[config.mk]
export PLATFORM = sky130hd
export DESIGN_NAME = fcrd_datapath
export DESIGN_NICKNAME = d
export VERILOG_FILES = /design/src/fcrd_pkg.sv /design/src/fcrd_datapath.sv
export VERILOG_INCLUDE_DIRS = /design/src
export SDC_FILE = /design/constraint.sdc
export NUM_CORES = 1
export LEC_CHECK = 0
export BUFFER_PORTS_ARGS = -buffer_cell sky130_fd_sc_hd__buf_2
export CAP_MARGIN = 20
export CORE_UTILIZATION = 35
export CTS_BUF_LIST = sky130_fd_sc_hd__clkbuf_8
export CTS_CLUSTER_SIZE = 12
export DETAILED_ROUTE_END_ITERATION = 6
export PLACE_DENSITY = 0.56
export SYNTH_ARGS = -nofsm -noshare
export SYNTH_HDL_FRONTEND = slang
export SYNTH_SLANG_ARGS = --single-unit
[constraint.sdc]
create_clock -name core_clk_in -period 4.7 [get_ports core_clk_in]
set_input_delay 0.47 -clock core_clk_in [delete_from_list [all_inputs] [get_ports core_clk_in]]
set_output_delay 0.47 -clock core_clk_in [all_outputs]
set_load 0.03 [all_outputs]
[src/fcrd_regs.svh]
// register map, field positions, symbol codes and cipher patterns
`ifndef FCRD_REGS_SVH
`define FCRD_REGS_SVH

`define FCRD_OFS_CTRL_A      12'h000
`define FCRD_OFS_CTRL_B      12'h004
`define FCRD_OFS_CTRL_C      12'h008
`define FCRD_OFS_STATUS      12'h00C

`define FCRD_A_FLOOP_BIT     0
`define FCRD_B_MAINTENANCE_STATE_LSB     0
`define FCRD_C_CIPHER_BIT    0
`define FCRD_RST_CTRL_A      32'h0000_0000
`define FCRD_RST_CTRL_B      32'h0000_0000
`define FCRD_RST_CTRL_C      32'h0000_0000

`define FCRD_ST_CIPHER_BIT   0
`define FCRD_ST_RESYNC_BIT   1
`define FCRD_ST_MATCH_BIT    2
`define FCRD_ST_RF_LSB       3

`define FCRD_SYM_Q           5'h10
`define FCRD_SYM_I           5'h17
`define FCRD_SYM_H           5'h14
`define FCRD_SYM_J           5'h1C
`define FCRD_SYM_K           5'h13
`define FCRD_SYM_T           5'h1D
`define FCRD_SYM_R           5'h11
`define FCRD_SYM_S           5'h19

`define FCRD_LS_NONE         3'h0
`define FCRD_LS_QUIET        3'h1
`define FCRD_LS_IDLE         3'h2
`define FCRD_LS_HALT         3'h3
`define FCRD_LS_MASTER       3'h4

`define FCRD_H_QUIET         11'h000
`define FCRD_H_IDLE          11'h7FF
`define FCRD_H_HALT          11'h39C
`define FCRD_D_HALT          11'h108
`define FCRD_H_MASTER        11'h380
`define FCRD_D_MASTER        11'h100

`define FCRD_HALT_PAIRS      2'h2

`endif

[src/fcrd_pkg.sv]
// types shared by the cipher and repeat datapath
package fcrd_pkg;

	typedef enum logic [3:0] {
		RF_OUTSIDE = 4'b0001,
		RF_FRAME   = 4'b0010,
		RF_HALT    = 4'b0100,
		RF_WAITJK  = 4'b1000
	} fcrd_rf_state_t;

	typedef enum logic [1:0] {
		RFC_PASS   = 2'h0,
		RFC_IDLE   = 2'h1,
		RFC_HALT   = 2'h2,
		RFC_GOBBLE = 2'h3
	} fcrd_rf_ctl_t;

	typedef struct packed {
		logic [10:0] gen;
		logic [10:0] hist;
		logic [10:0] hwin;
		logic [9:0]  data;
		logic        match;
	} fcrd_dsc_t;

	typedef struct packed {
		logic [10:0] gen;
		logic [9:0]  data;
	} fcrd_scr_t;

	typedef struct packed {
		logic        psel;
		logic        penable;
		logic        pwrite;
		logic [11:0] paddr;
		logic [31:0] pwdata;
	} fcrd_apb_req_t;

	typedef struct packed {
		logic        pready;
		logic        pslverr;
		logic [31:0] prdata;
	} fcrd_apb_rsp_t;

	typedef struct packed {
		logic           floop;
		logic [2:0]     maintenance_state_line_state_bits;
		logic           cipher_en;
		logic [1:0]     pin_sync;
		logic           match_seen;
		fcrd_dsc_t      dsc;
		logic [10:0]    scr_gen;
		logic [9:0]     tx_out_latch;
		logic [9:0]     tx_line;
		logic [9:0]     framer;
		fcrd_rf_state_t rf;
		logic [1:0]     halt_cnt;
		logic [9:0]     dly;
		logic [9:0]     stream;
		fcrd_apb_rsp_t  rsp;
	} fcrd_state_t;

endpackage

[src/fcrd_datapath.sv]
// cipher, repeat filter, data stream generator and framer loopback datapath
//
// What this block does
// - cipher generator is 11 stages, stage one fed by stage 11 xor stage 9.
// - with scrambling on, each encoded bit is xored with generator output.
// - no pattern match: output is received xor generator, generator open loop.
// - hypothesis bit is received bit xor itself delayed eleven and nine bits.
// - all-zero or all-one hypothesis window forces all-zero or all-one data.
// - halt and master hypothesis patterns yield their fixed data patterns.
// - on a match generator input is deduced data xor received bit.
// - synchronizer acts only while resync request is high, else free-runs.
// - scrambler enabled by enable pin or cipher register bit 0.
// - repeat filter takes the remote loopback stream, one pair per clock.
// - invalid line states are replaced by continuous Idle pairs.
// - corrupted frame gets four Halts, then Idles until a J-K pair.
// - Idle inside a frame overwrites the delayed previous pair with Idles.
// - stream generator picks request, maintenance bits, filter or data.
// - stream generator registers its pair every clock for the erase delay.
// - normally the framer gets the descrambled receive input latch.
// - loopback bit or self test feeds transmit output latch to the framer.
// - every internal path carries one ten-bit symbol pair.
//
// Added by the designer: register access over APB and the register addresses.
`timescale 1ns/1ps
`default_nettype none
`include "fcrd_regs.svh"

module fcrd_datapath (
	// clock and reset
	input  wire logic            core_clk_in,
	input  wire logic            arst_n_in,
	// apb slave
	input  wire logic            psel_in,
	input  wire logic            penable_in,
	input  wire logic            pwrite_in,
	input  wire logic [11:0]     paddr_in,
	input  wire logic [31:0]     pwdata_in,
	output logic                 pready_out,
	output logic                 pslverr_out,
	output logic [31:0]          prdata_out,
	// pins and control from neighbouring logic
	input  wire logic            scrambler_enable_pin_in,
	input  wire logic            descrambler_resync_request_in,
	input  wire logic            maintenance_state_in,
	input  wire logic            self_test_run_in,
	input  wire logic [2:0]      line_state_request_bus_in,
	// receive path
	input  wire logic [9:0]      rx_line_pair_in,
	output logic [9:0]           framer_pair_out,
	// transmit path
	input  wire logic [9:0]      rf_source_pair_in,
	output logic [9:0]           encoder_input_stream_out,
	input  wire logic [9:0]      tx_encoded_pair_in,
	output logic [9:0]           tx_line_pair_out,
	// observation
	output logic [1:0]           repeat_filter_control_out
);

	fcrd_pkg::fcrd_state_t s_q;
	fcrd_pkg::fcrd_state_t s_d;
	fcrd_pkg::fcrd_apb_req_t req;
	fcrd_pkg::fcrd_rf_ctl_t rfc;

	// printed patterns and reset words kept whole so single bits can be taken
	localparam logic [10:0] D_HALT   = `FCRD_D_HALT;
	localparam logic [10:0] D_MASTER = `FCRD_D_MASTER;
	localparam logic [31:0] RST_A    = `FCRD_RST_CTRL_A;
	localparam logic [31:0] RST_B    = `FCRD_RST_CTRL_B;
	localparam logic [31:0] RST_C    = `FCRD_RST_CTRL_C;

	// bit-serial scrambler over one pair, bit 9 leaves first
	function automatic fcrd_pkg::fcrd_scr_t scramble(
		input logic [10:0] gen,
		input logic [9:0]  din,
		input logic        en);
		fcrd_pkg::fcrd_scr_t r;
		logic fb;
		r.gen = gen;
		r.data = din;
		for (int b = 9; b >= 0; b--) begin
			fb = r.gen[10] ^ r.gen[8];
			r.gen = {r.gen[9:0], fb};
			if (en) begin
				r.data[b] = din[b] ^ fb;
			end
		end
		return r;
	endfunction

	// bit-serial descrambler with line-state synchronizer
	function automatic fcrd_pkg::fcrd_dsc_t descramble(
		input fcrd_pkg::fcrd_dsc_t st,
		input logic [9:0]          din,
		input logic                resync);
		fcrd_pkg::fcrd_dsc_t r;
		logic sb;
		logic fb;
		logic h;
		logic d;
		logic hit;
		r = st;
		r.match = 1'b0;
		for (int b = 9; b >= 0; b--) begin
			sb = din[b];
			h = sb ^ r.hist[10] ^ r.hist[8];
			r.hwin = {r.hwin[9:0], h};
			r.hist = {r.hist[9:0], sb};
			fb = r.gen[10] ^ r.gen[8];
			hit = 1'b1;
			d = sb ^ fb;
			case (r.hwin)
				`FCRD_H_QUIET:  d = 1'b0;
				`FCRD_H_IDLE:   d = 1'b1;
				// deduced bit is the newest, lowest bit of the pattern
				`FCRD_H_HALT:   d = D_HALT[0];
				`FCRD_H_MASTER: d = D_MASTER[0];
				default:        hit = 1'b0;
			endcase
			// outside resync the generator is trusted and free-runs
			if (!resync) begin
				hit = 1'b0;
				d = sb ^ fb;
			end
			r.gen = {r.gen[9:0], hit ? (d ^ sb) : fb};
			r.data[b] = d;
			r.match = r.match | hit;
		end
		return r;
	endfunction

	function automatic logic [9:0] ls_pair(input logic [2:0] code);
		case (code)
			`FCRD_LS_QUIET:  ls_pair = {`FCRD_SYM_Q, `FCRD_SYM_Q};
			`FCRD_LS_IDLE:   ls_pair = {`FCRD_SYM_I, `FCRD_SYM_I};
			`FCRD_LS_HALT:   ls_pair = {`FCRD_SYM_H, `FCRD_SYM_H};
			`FCRD_LS_MASTER: ls_pair = {`FCRD_SYM_H, `FCRD_SYM_Q};
			default:         ls_pair = {`FCRD_SYM_I, `FCRD_SYM_I};
		endcase
	endfunction

	function automatic logic is_data(input logic [4:0] sym);
		is_data = ~sym[4];
	endfunction

	function automatic logic is_frame_ctl(input logic [4:0] sym);
		is_frame_ctl = (sym == `FCRD_SYM_R) || (sym == `FCRD_SYM_S)
			|| (sym == `FCRD_SYM_T);
	endfunction

	localparam logic [9:0] IDLE_PAIR = {`FCRD_SYM_I, `FCRD_SYM_I};
	localparam logic [9:0] HALT_PAIR = {`FCRD_SYM_H, `FCRD_SYM_H};
	localparam logic [9:0] JK_PAIR = {`FCRD_SYM_J, `FCRD_SYM_K};

	always_comb begin
		req.psel = psel_in;
		req.penable = penable_in;
		req.pwrite = pwrite_in;
		req.paddr = paddr_in;
		req.pwdata = pwdata_in;
	end

	always_comb begin
		logic        cipher_on;
		logic        acc;
		logic        wr;
		logic [4:0]  hi;
		logic [4:0]  lo;
		logic [9:0]  sel;
		fcrd_pkg::fcrd_scr_t sc;
		cipher_on = 1'b0;
		acc = 1'b0;
		wr = 1'b0;
		hi = rf_source_pair_in[9:5];
		lo = rf_source_pair_in[4:0];
		sel = rf_source_pair_in;
		sc = '0;
		rfc = fcrd_pkg::RFC_PASS;
		s_d = s_q;

		// enable pin passes two flops before use
		s_d.pin_sync = {s_q.pin_sync[0], scrambler_enable_pin_in};
		cipher_on = s_q.pin_sync[1] | s_q.cipher_en;

		// apb: one wait state, answer registered on the second access cycle
		acc = req.psel & req.penable & ~s_q.rsp.pready;
		wr = req.psel & req.penable & s_q.rsp.pready & req.pwrite;
		s_d.rsp.pready = acc;
		s_d.rsp.pslverr = 1'b0;
		s_d.rsp.prdata = 32'h0000_0000;
		if (acc) begin
			case (req.paddr)
				`FCRD_OFS_CTRL_A:
					s_d.rsp.prdata[`FCRD_A_FLOOP_BIT] = s_q.floop;
				`FCRD_OFS_CTRL_B:
					s_d.rsp.prdata[`FCRD_B_MAINTENANCE_STATE_LSB +: 3] = s_q.maintenance_state_line_state_bits;
				`FCRD_OFS_CTRL_C:
					s_d.rsp.prdata[`FCRD_C_CIPHER_BIT] = s_q.cipher_en;
				`FCRD_OFS_STATUS: begin
					s_d.rsp.prdata[`FCRD_ST_CIPHER_BIT] = cipher_on;
					s_d.rsp.prdata[`FCRD_ST_RESYNC_BIT] =
						descrambler_resync_request_in;
					s_d.rsp.prdata[`FCRD_ST_MATCH_BIT] = s_q.match_seen;
					s_d.rsp.prdata[`FCRD_ST_RF_LSB +: 4] = s_q.rf;
				end
				default: s_d.rsp.pslverr = 1'b1;
			endcase
		end
		if (wr) begin
			case (req.paddr)
				`FCRD_OFS_CTRL_A:
					s_d.floop = req.pwdata[`FCRD_A_FLOOP_BIT];
				`FCRD_OFS_CTRL_B:
					s_d.maintenance_state_line_state_bits = req.pwdata[`FCRD_B_MAINTENANCE_STATE_LSB +: 3];
				`FCRD_OFS_CTRL_C:
					s_d.cipher_en = req.pwdata[`FCRD_C_CIPHER_BIT];
				default: ;
			endcase
		end

		// receive side: descramble the receive input latch
		s_d.dsc = descramble(s_q.dsc, rx_line_pair_in,
			descrambler_resync_request_in);
		if (!cipher_on) begin
			s_d.dsc.data = rx_line_pair_in;
		end
		// a match on this pair wins over a status read clearing the bit
		s_d.match_seen = (s_q.match_seen & ~(acc & ~req.pwrite
			& (req.paddr == `FCRD_OFS_STATUS))) | (cipher_on & s_d.dsc.match);

		// transmit side: scrambler output latch and unscrambled copy
		sc = scramble(s_q.scr_gen, tx_encoded_pair_in, cipher_on);
		s_d.scr_gen = sc.gen;
		s_d.tx_line = sc.data;
		s_d.tx_out_latch = tx_encoded_pair_in;

		// framer input loopback, bypassing both cipher halves
		if (s_q.floop | self_test_run_in) begin
			s_d.framer = s_q.tx_out_latch;
		end else begin
			s_d.framer = s_q.dsc.data;
		end

		// repeat filter, one pair per clock
		case (s_q.rf)
			fcrd_pkg::RF_OUTSIDE: begin
				if (rf_source_pair_in == JK_PAIR) begin
					s_d.rf = fcrd_pkg::RF_FRAME;
				end else if (hi == `FCRD_SYM_I || hi == `FCRD_SYM_Q
					|| hi == `FCRD_SYM_H) begin
					if (lo != hi) begin
						rfc = fcrd_pkg::RFC_IDLE;
					end
				end else begin
					rfc = fcrd_pkg::RFC_IDLE;
				end
			end
			fcrd_pkg::RF_FRAME: begin
				if (hi == `FCRD_SYM_I || lo == `FCRD_SYM_I) begin
					rfc = fcrd_pkg::RFC_GOBBLE;
					s_d.rf = fcrd_pkg::RF_OUTSIDE;
				end else if (hi == `FCRD_SYM_T || lo == `FCRD_SYM_T) begin
					s_d.rf = fcrd_pkg::RF_OUTSIDE;
				end else if (!((is_data(hi) || is_frame_ctl(hi))
					&& (is_data(lo) || is_frame_ctl(lo)))) begin
					// corrupted: first of the halt pairs goes out now
					rfc = fcrd_pkg::RFC_HALT;
					s_d.halt_cnt = `FCRD_HALT_PAIRS - 2'h1;
					s_d.rf = fcrd_pkg::RF_HALT;
				end
			end
			fcrd_pkg::RF_HALT: begin
				rfc = fcrd_pkg::RFC_HALT;
				s_d.halt_cnt = s_q.halt_cnt - 2'h1;
				if (s_q.halt_cnt == 2'h1) begin
					s_d.rf = fcrd_pkg::RF_WAITJK;
				end
			end
			fcrd_pkg::RF_WAITJK: begin
				if (rf_source_pair_in == JK_PAIR) begin
					s_d.rf = fcrd_pkg::RF_FRAME;
				end else begin
					rfc = fcrd_pkg::RFC_IDLE;
				end
			end
			default: s_d.rf = fcrd_pkg::RF_OUTSIDE;
		endcase

		// data stream generator source priority
		if (maintenance_state_in && s_q.maintenance_state_line_state_bits != `FCRD_LS_NONE) begin
			sel = ls_pair(s_q.maintenance_state_line_state_bits);
		end else if (!maintenance_state_in
			&& line_state_request_bus_in != `FCRD_LS_NONE) begin
			sel = ls_pair(line_state_request_bus_in);
		end else begin
			case (rfc)
				fcrd_pkg::RFC_IDLE:   sel = IDLE_PAIR;
				fcrd_pkg::RFC_HALT:   sel = HALT_PAIR;
				fcrd_pkg::RFC_GOBBLE: sel = IDLE_PAIR;
				default:              sel = rf_source_pair_in;
			endcase
		end

		// two pair registers so a fragment can erase the pair before it
		s_d.dly = sel;
		if (rfc == fcrd_pkg::RFC_GOBBLE) begin
			s_d.stream = IDLE_PAIR;
		end else begin
			s_d.stream = s_q.dly;
		end
	end

	always_ff @(posedge core_clk_in or negedge arst_n_in) begin
		if (!arst_n_in) begin
			s_q <= '0;
			s_q.floop <= RST_A[`FCRD_A_FLOOP_BIT];
			s_q.maintenance_state_line_state_bits <= RST_B[`FCRD_B_MAINTENANCE_STATE_LSB +: 3];
			s_q.cipher_en <= RST_C[`FCRD_C_CIPHER_BIT];
			s_q.rf <= fcrd_pkg::RF_OUTSIDE;
			s_q.dly <= IDLE_PAIR;
			s_q.stream <= IDLE_PAIR;
		end else begin
			s_q <= s_d;
		end
	end

	// repeat filter control seen one cycle late, straight from a flop
	logic [1:0] rfc_q;
	always_ff @(posedge core_clk_in or negedge arst_n_in) begin
		if (!arst_n_in) begin
			rfc_q <= 2'h0;
		end else begin
			rfc_q <= rfc;
		end
	end

	assign pready_out = s_q.rsp.pready;
	assign pslverr_out = s_q.rsp.pslverr;
	assign prdata_out = s_q.rsp.prdata;
	assign framer_pair_out = s_q.framer;
	assign encoder_input_stream_out = s_q.stream;
	assign tx_line_pair_out = s_q.tx_line;
	assign repeat_filter_control_out = rfc_q;

endmodule
`default_nettype wire

==> metrics.cfg <==
[run_status]
status = complete, no violations

[floorplanning]
initial_core_util_pct = 35.7
fp.coreArea_sq_um = 18000
die_w_um = 137
pin_count = 152
dieArea_sq_um = 18900
die_h_um = 137
rows = 49

[layout]
nFillCells = 1754
fin_area_sq_um = 7160
syn2layout_area_growth_pct = 11.6
drive_gt1_share_pct = 28.2
nets = 740
diodes = 0

[setup_path]
r2r_start = s_q[130]$_DFF_PN0_
critPathRequiredTime_ns = 5.05
path_max_fanout = 15
cp.buffers_inverters = 0
cp-end-kind = flop
cp_top_family = simple AND/OR/NAND/NOR gates
startpoint = s_q[130]$_DFF_PN0_
crit_slowest_cell = xor3_1
cp.arrival_ns = 3.28
worst_setup_path_start_kind = flop
crit_type = reg2reg
crit_chain = xor3_1 > or3_1 > a2111oi_2 > nor4_1 > nor4b_1 > nand4_1 > a2bb2oi_1
max_stage_delay_ns = 0.66

[drt]
routed_via_density = 5.07
drc_errors = 0
wl_um = 14900
drt.antenna.violating_nets = 0
first_iter_violations = 258
avgRoutedWirePerCell_um = 16.7
drt_first_pass_iters = 5
vias = 4536

[cts]
clock_latency_ns = 0.45
cts_setup_buffers = 0
post_cts_resized = 0
cts_sinks = 128
cts_buffer_depth = 2
numCtsBuffers = 17
cts_tree = built
cts-root-buf = clkbuf_8
clk_pin_slew_ns = 0.07
cts_hold_buf = 0
htreeDepth = 4

[sta]
min_period_over_period_pct = 62.3
fmax_ghz = 0.341
worst_slew_pin_slew_ns = 0.975
setup_violations = 0
rsz0062_at_grt = false
period_needed_ns = 2.93
slew_viol_final = 0
relSlewSlack_pct = 34.7
skew_ns = 0.00667
hold_viol = 0
tns_ns = 0

[synthesis]
synth-main-ff-cell = dfrtp_1
synthDistinctLibCells = 73
ys_warn_count = 0
yosys.cell_count.top_type = dfrtp_1
synth_area_leader_cell = dfrtp_1
synthesis.area_sq_um = 6410
synth_common_cells = dfrtp_1, buf_4, nor2_1, nand2_1, a21oi_1
yosys-top-cells-area = dfrtp_1, buf_4, dfstp_2
syn_avg_cell_area_sq_um = 10.9
synth_top_area_share_pct = 43.3
async_reset_ff_share_pct = 100
synth-edff-count = 0
synth.ff_latch_count = 128
synth_cells = 590
synth_seq_area_share_pct = 50.3

[power]
p_leak_nw = 3.28
power.share.clock_pct = 28.4
swShare_pct = 33.4
ir_worst_vdd_uv = 257
p_comb_share_pct = 29.0
switchingPower_mw = 1.15
power.density_nw_per_um2 = 483
internal_power_mw = 2.31
p_seq_share_pct = 42.5

[placement]
port_buffers = 97
dp_hpwl_um = 10900
gp_congestion = 0.873
placed_area_sq_um = 6740

[worst_hold_path]
hp-class = in2async

[job]
maxCapViolations = 0

[grt]
track_usage_pct = 16.9
grt_pass1_vias = 4498
grt_first_pass_wirelength_um = 23800
antenna_found_initial = 1
grt_util_met2_pct = 26.9
use_met1_pct = 21.9
grt-busiest-layer = met2
gr-total-overflow = 0
grt_start_max_net_pins = 59
use_met3_pct = 4.42

state kept, by name (all words and copies together) (netlist names):
signal                     count
prdata_out                     7
encoder_input_stream_out      10
pready_out                     1
tx_line_pair_out              10
s_d                            5
repeat_filter_control_out      2
pslverr_out                    1
framer_pair_out               10
s_q                           82
stage by stage:
| stage | std cells | setup WS, ns | hold WS [ns] | utilization (%) | power (mW) |
|---|---|---|---|---|---|
| 6_report | 895 | 1.77 | 0.0756 | 39.8 | 3.46 |
| 3_3_place_gp | 862 | 1.59 | 0.339 | 37.5 | 2.46 |
| 4_1_cts | 894 | 1.81 | 0.0878 | 39.8 | 3.49 |
| 3_5_place_dp | 862 | 1.60 | 0.344 | 37.5 | 2.49 |
| 2_1_floorplan | 614 | 2.22 | 0.174 | - | 2.29 |
| 5_1_grt | 895 | 1.63 | 0.106 | 39.8 | 3.67 |
power by group through the flow:
stage | registers [mW] | logic (mW) | clock network, mW
2_1_floorplan | 1.45 | 0.840 | 0
3_3_place_gp | 1.49 | 0.969 | 0
3_5_place_dp | 1.49 | 1.00 | 0
4_1_cts | 1.47 | 1.01 | 1.01
5_1_grt | 1.50 | 1.12 | 1.06
6_report | 1.47 | 1.00 | 0.984
area by class of cell:
| cell class | count | area (sq um) | area share [%] |
|---|---|---|---|
| inverter | 12 | 45.0 | 0.629 |
| tap | 229 | 287 | 4.00 |
| multi-input combinational | 394 | 2680 | 37.4 |
| sequential | 128 | 3220 | 45.0 |
| timing repair buffer | 100 | 510 | 7.13 |
| clock inverter | 11 | 124 | 1.73 |
| clock buffer | 21 | 289 | 4.04 |
per-layer routing:
layer  wire length, um  part of all wire, %
met5                13                0.087
met4               311                  2.1
met3               801                  5.4
met2              7010                   47
met1              6790                   45
worst reg2reg max path: stages, from the launching register on:
cell       delay (ns)
dfrtp_1          0.35
xor3_1           0.66
or3_1            0.49
a2111oi_2        0.64
nor4_1           0.12
nor4b_1          0.18
nand4_1          0.14
a2bb2oi_1        0.26
cells in the final DEF (no fill, tap or decap), types with 11 or more instances in the layout:
master and count:
buf_2 96, nor4_1 12, mux2_2 17, xnor2_1 24
dfrtp_1 111, a21oi_1 26, nor2_1 37, nor2b_1 11
clkbuf_8 21, inv_1 14, dfstp_2 17, nand2_1 27
o21ai_0 23, nand4_1 12, conb_1 25, xor2_1 16
or3_1 11, nand3_1 18
path summary, 6_finish.rpt:
kind                                        to  slack, ns  cells past startpoint
min reg2reg                 s_q[147]$_DFF_PN0_       0.36                      0
max in group asynchronous  s_q[56]$_DFFE_PN1P_       3.59                      2
max reg2reg                 s_q[145]$_DFF_PN0_       1.77                      7
min in group core_clk_in    s_d[147]$_DFF_PN0_       0.13                      1
max                         s_q[145]$_DFF_PN0_       1.77                      7
min                         s_q[129]$_DFF_PN0_       0.08                      1
kinds of logic (layout without fill, tap and decap cells):
logic type,count (synthesis),after routing,synth area share [%]
compound gates,101,101,10.5
simple gates,197,197,17.7
flops,128,128,50.3
fa+ha+maj,1,1,0.195
other cells,1,25,0.0585
buf+inv,92,144,9.35
mux,23,23,3.94
xor+xnor,47,47,7.98
Power figures use the tool's default switching activity.
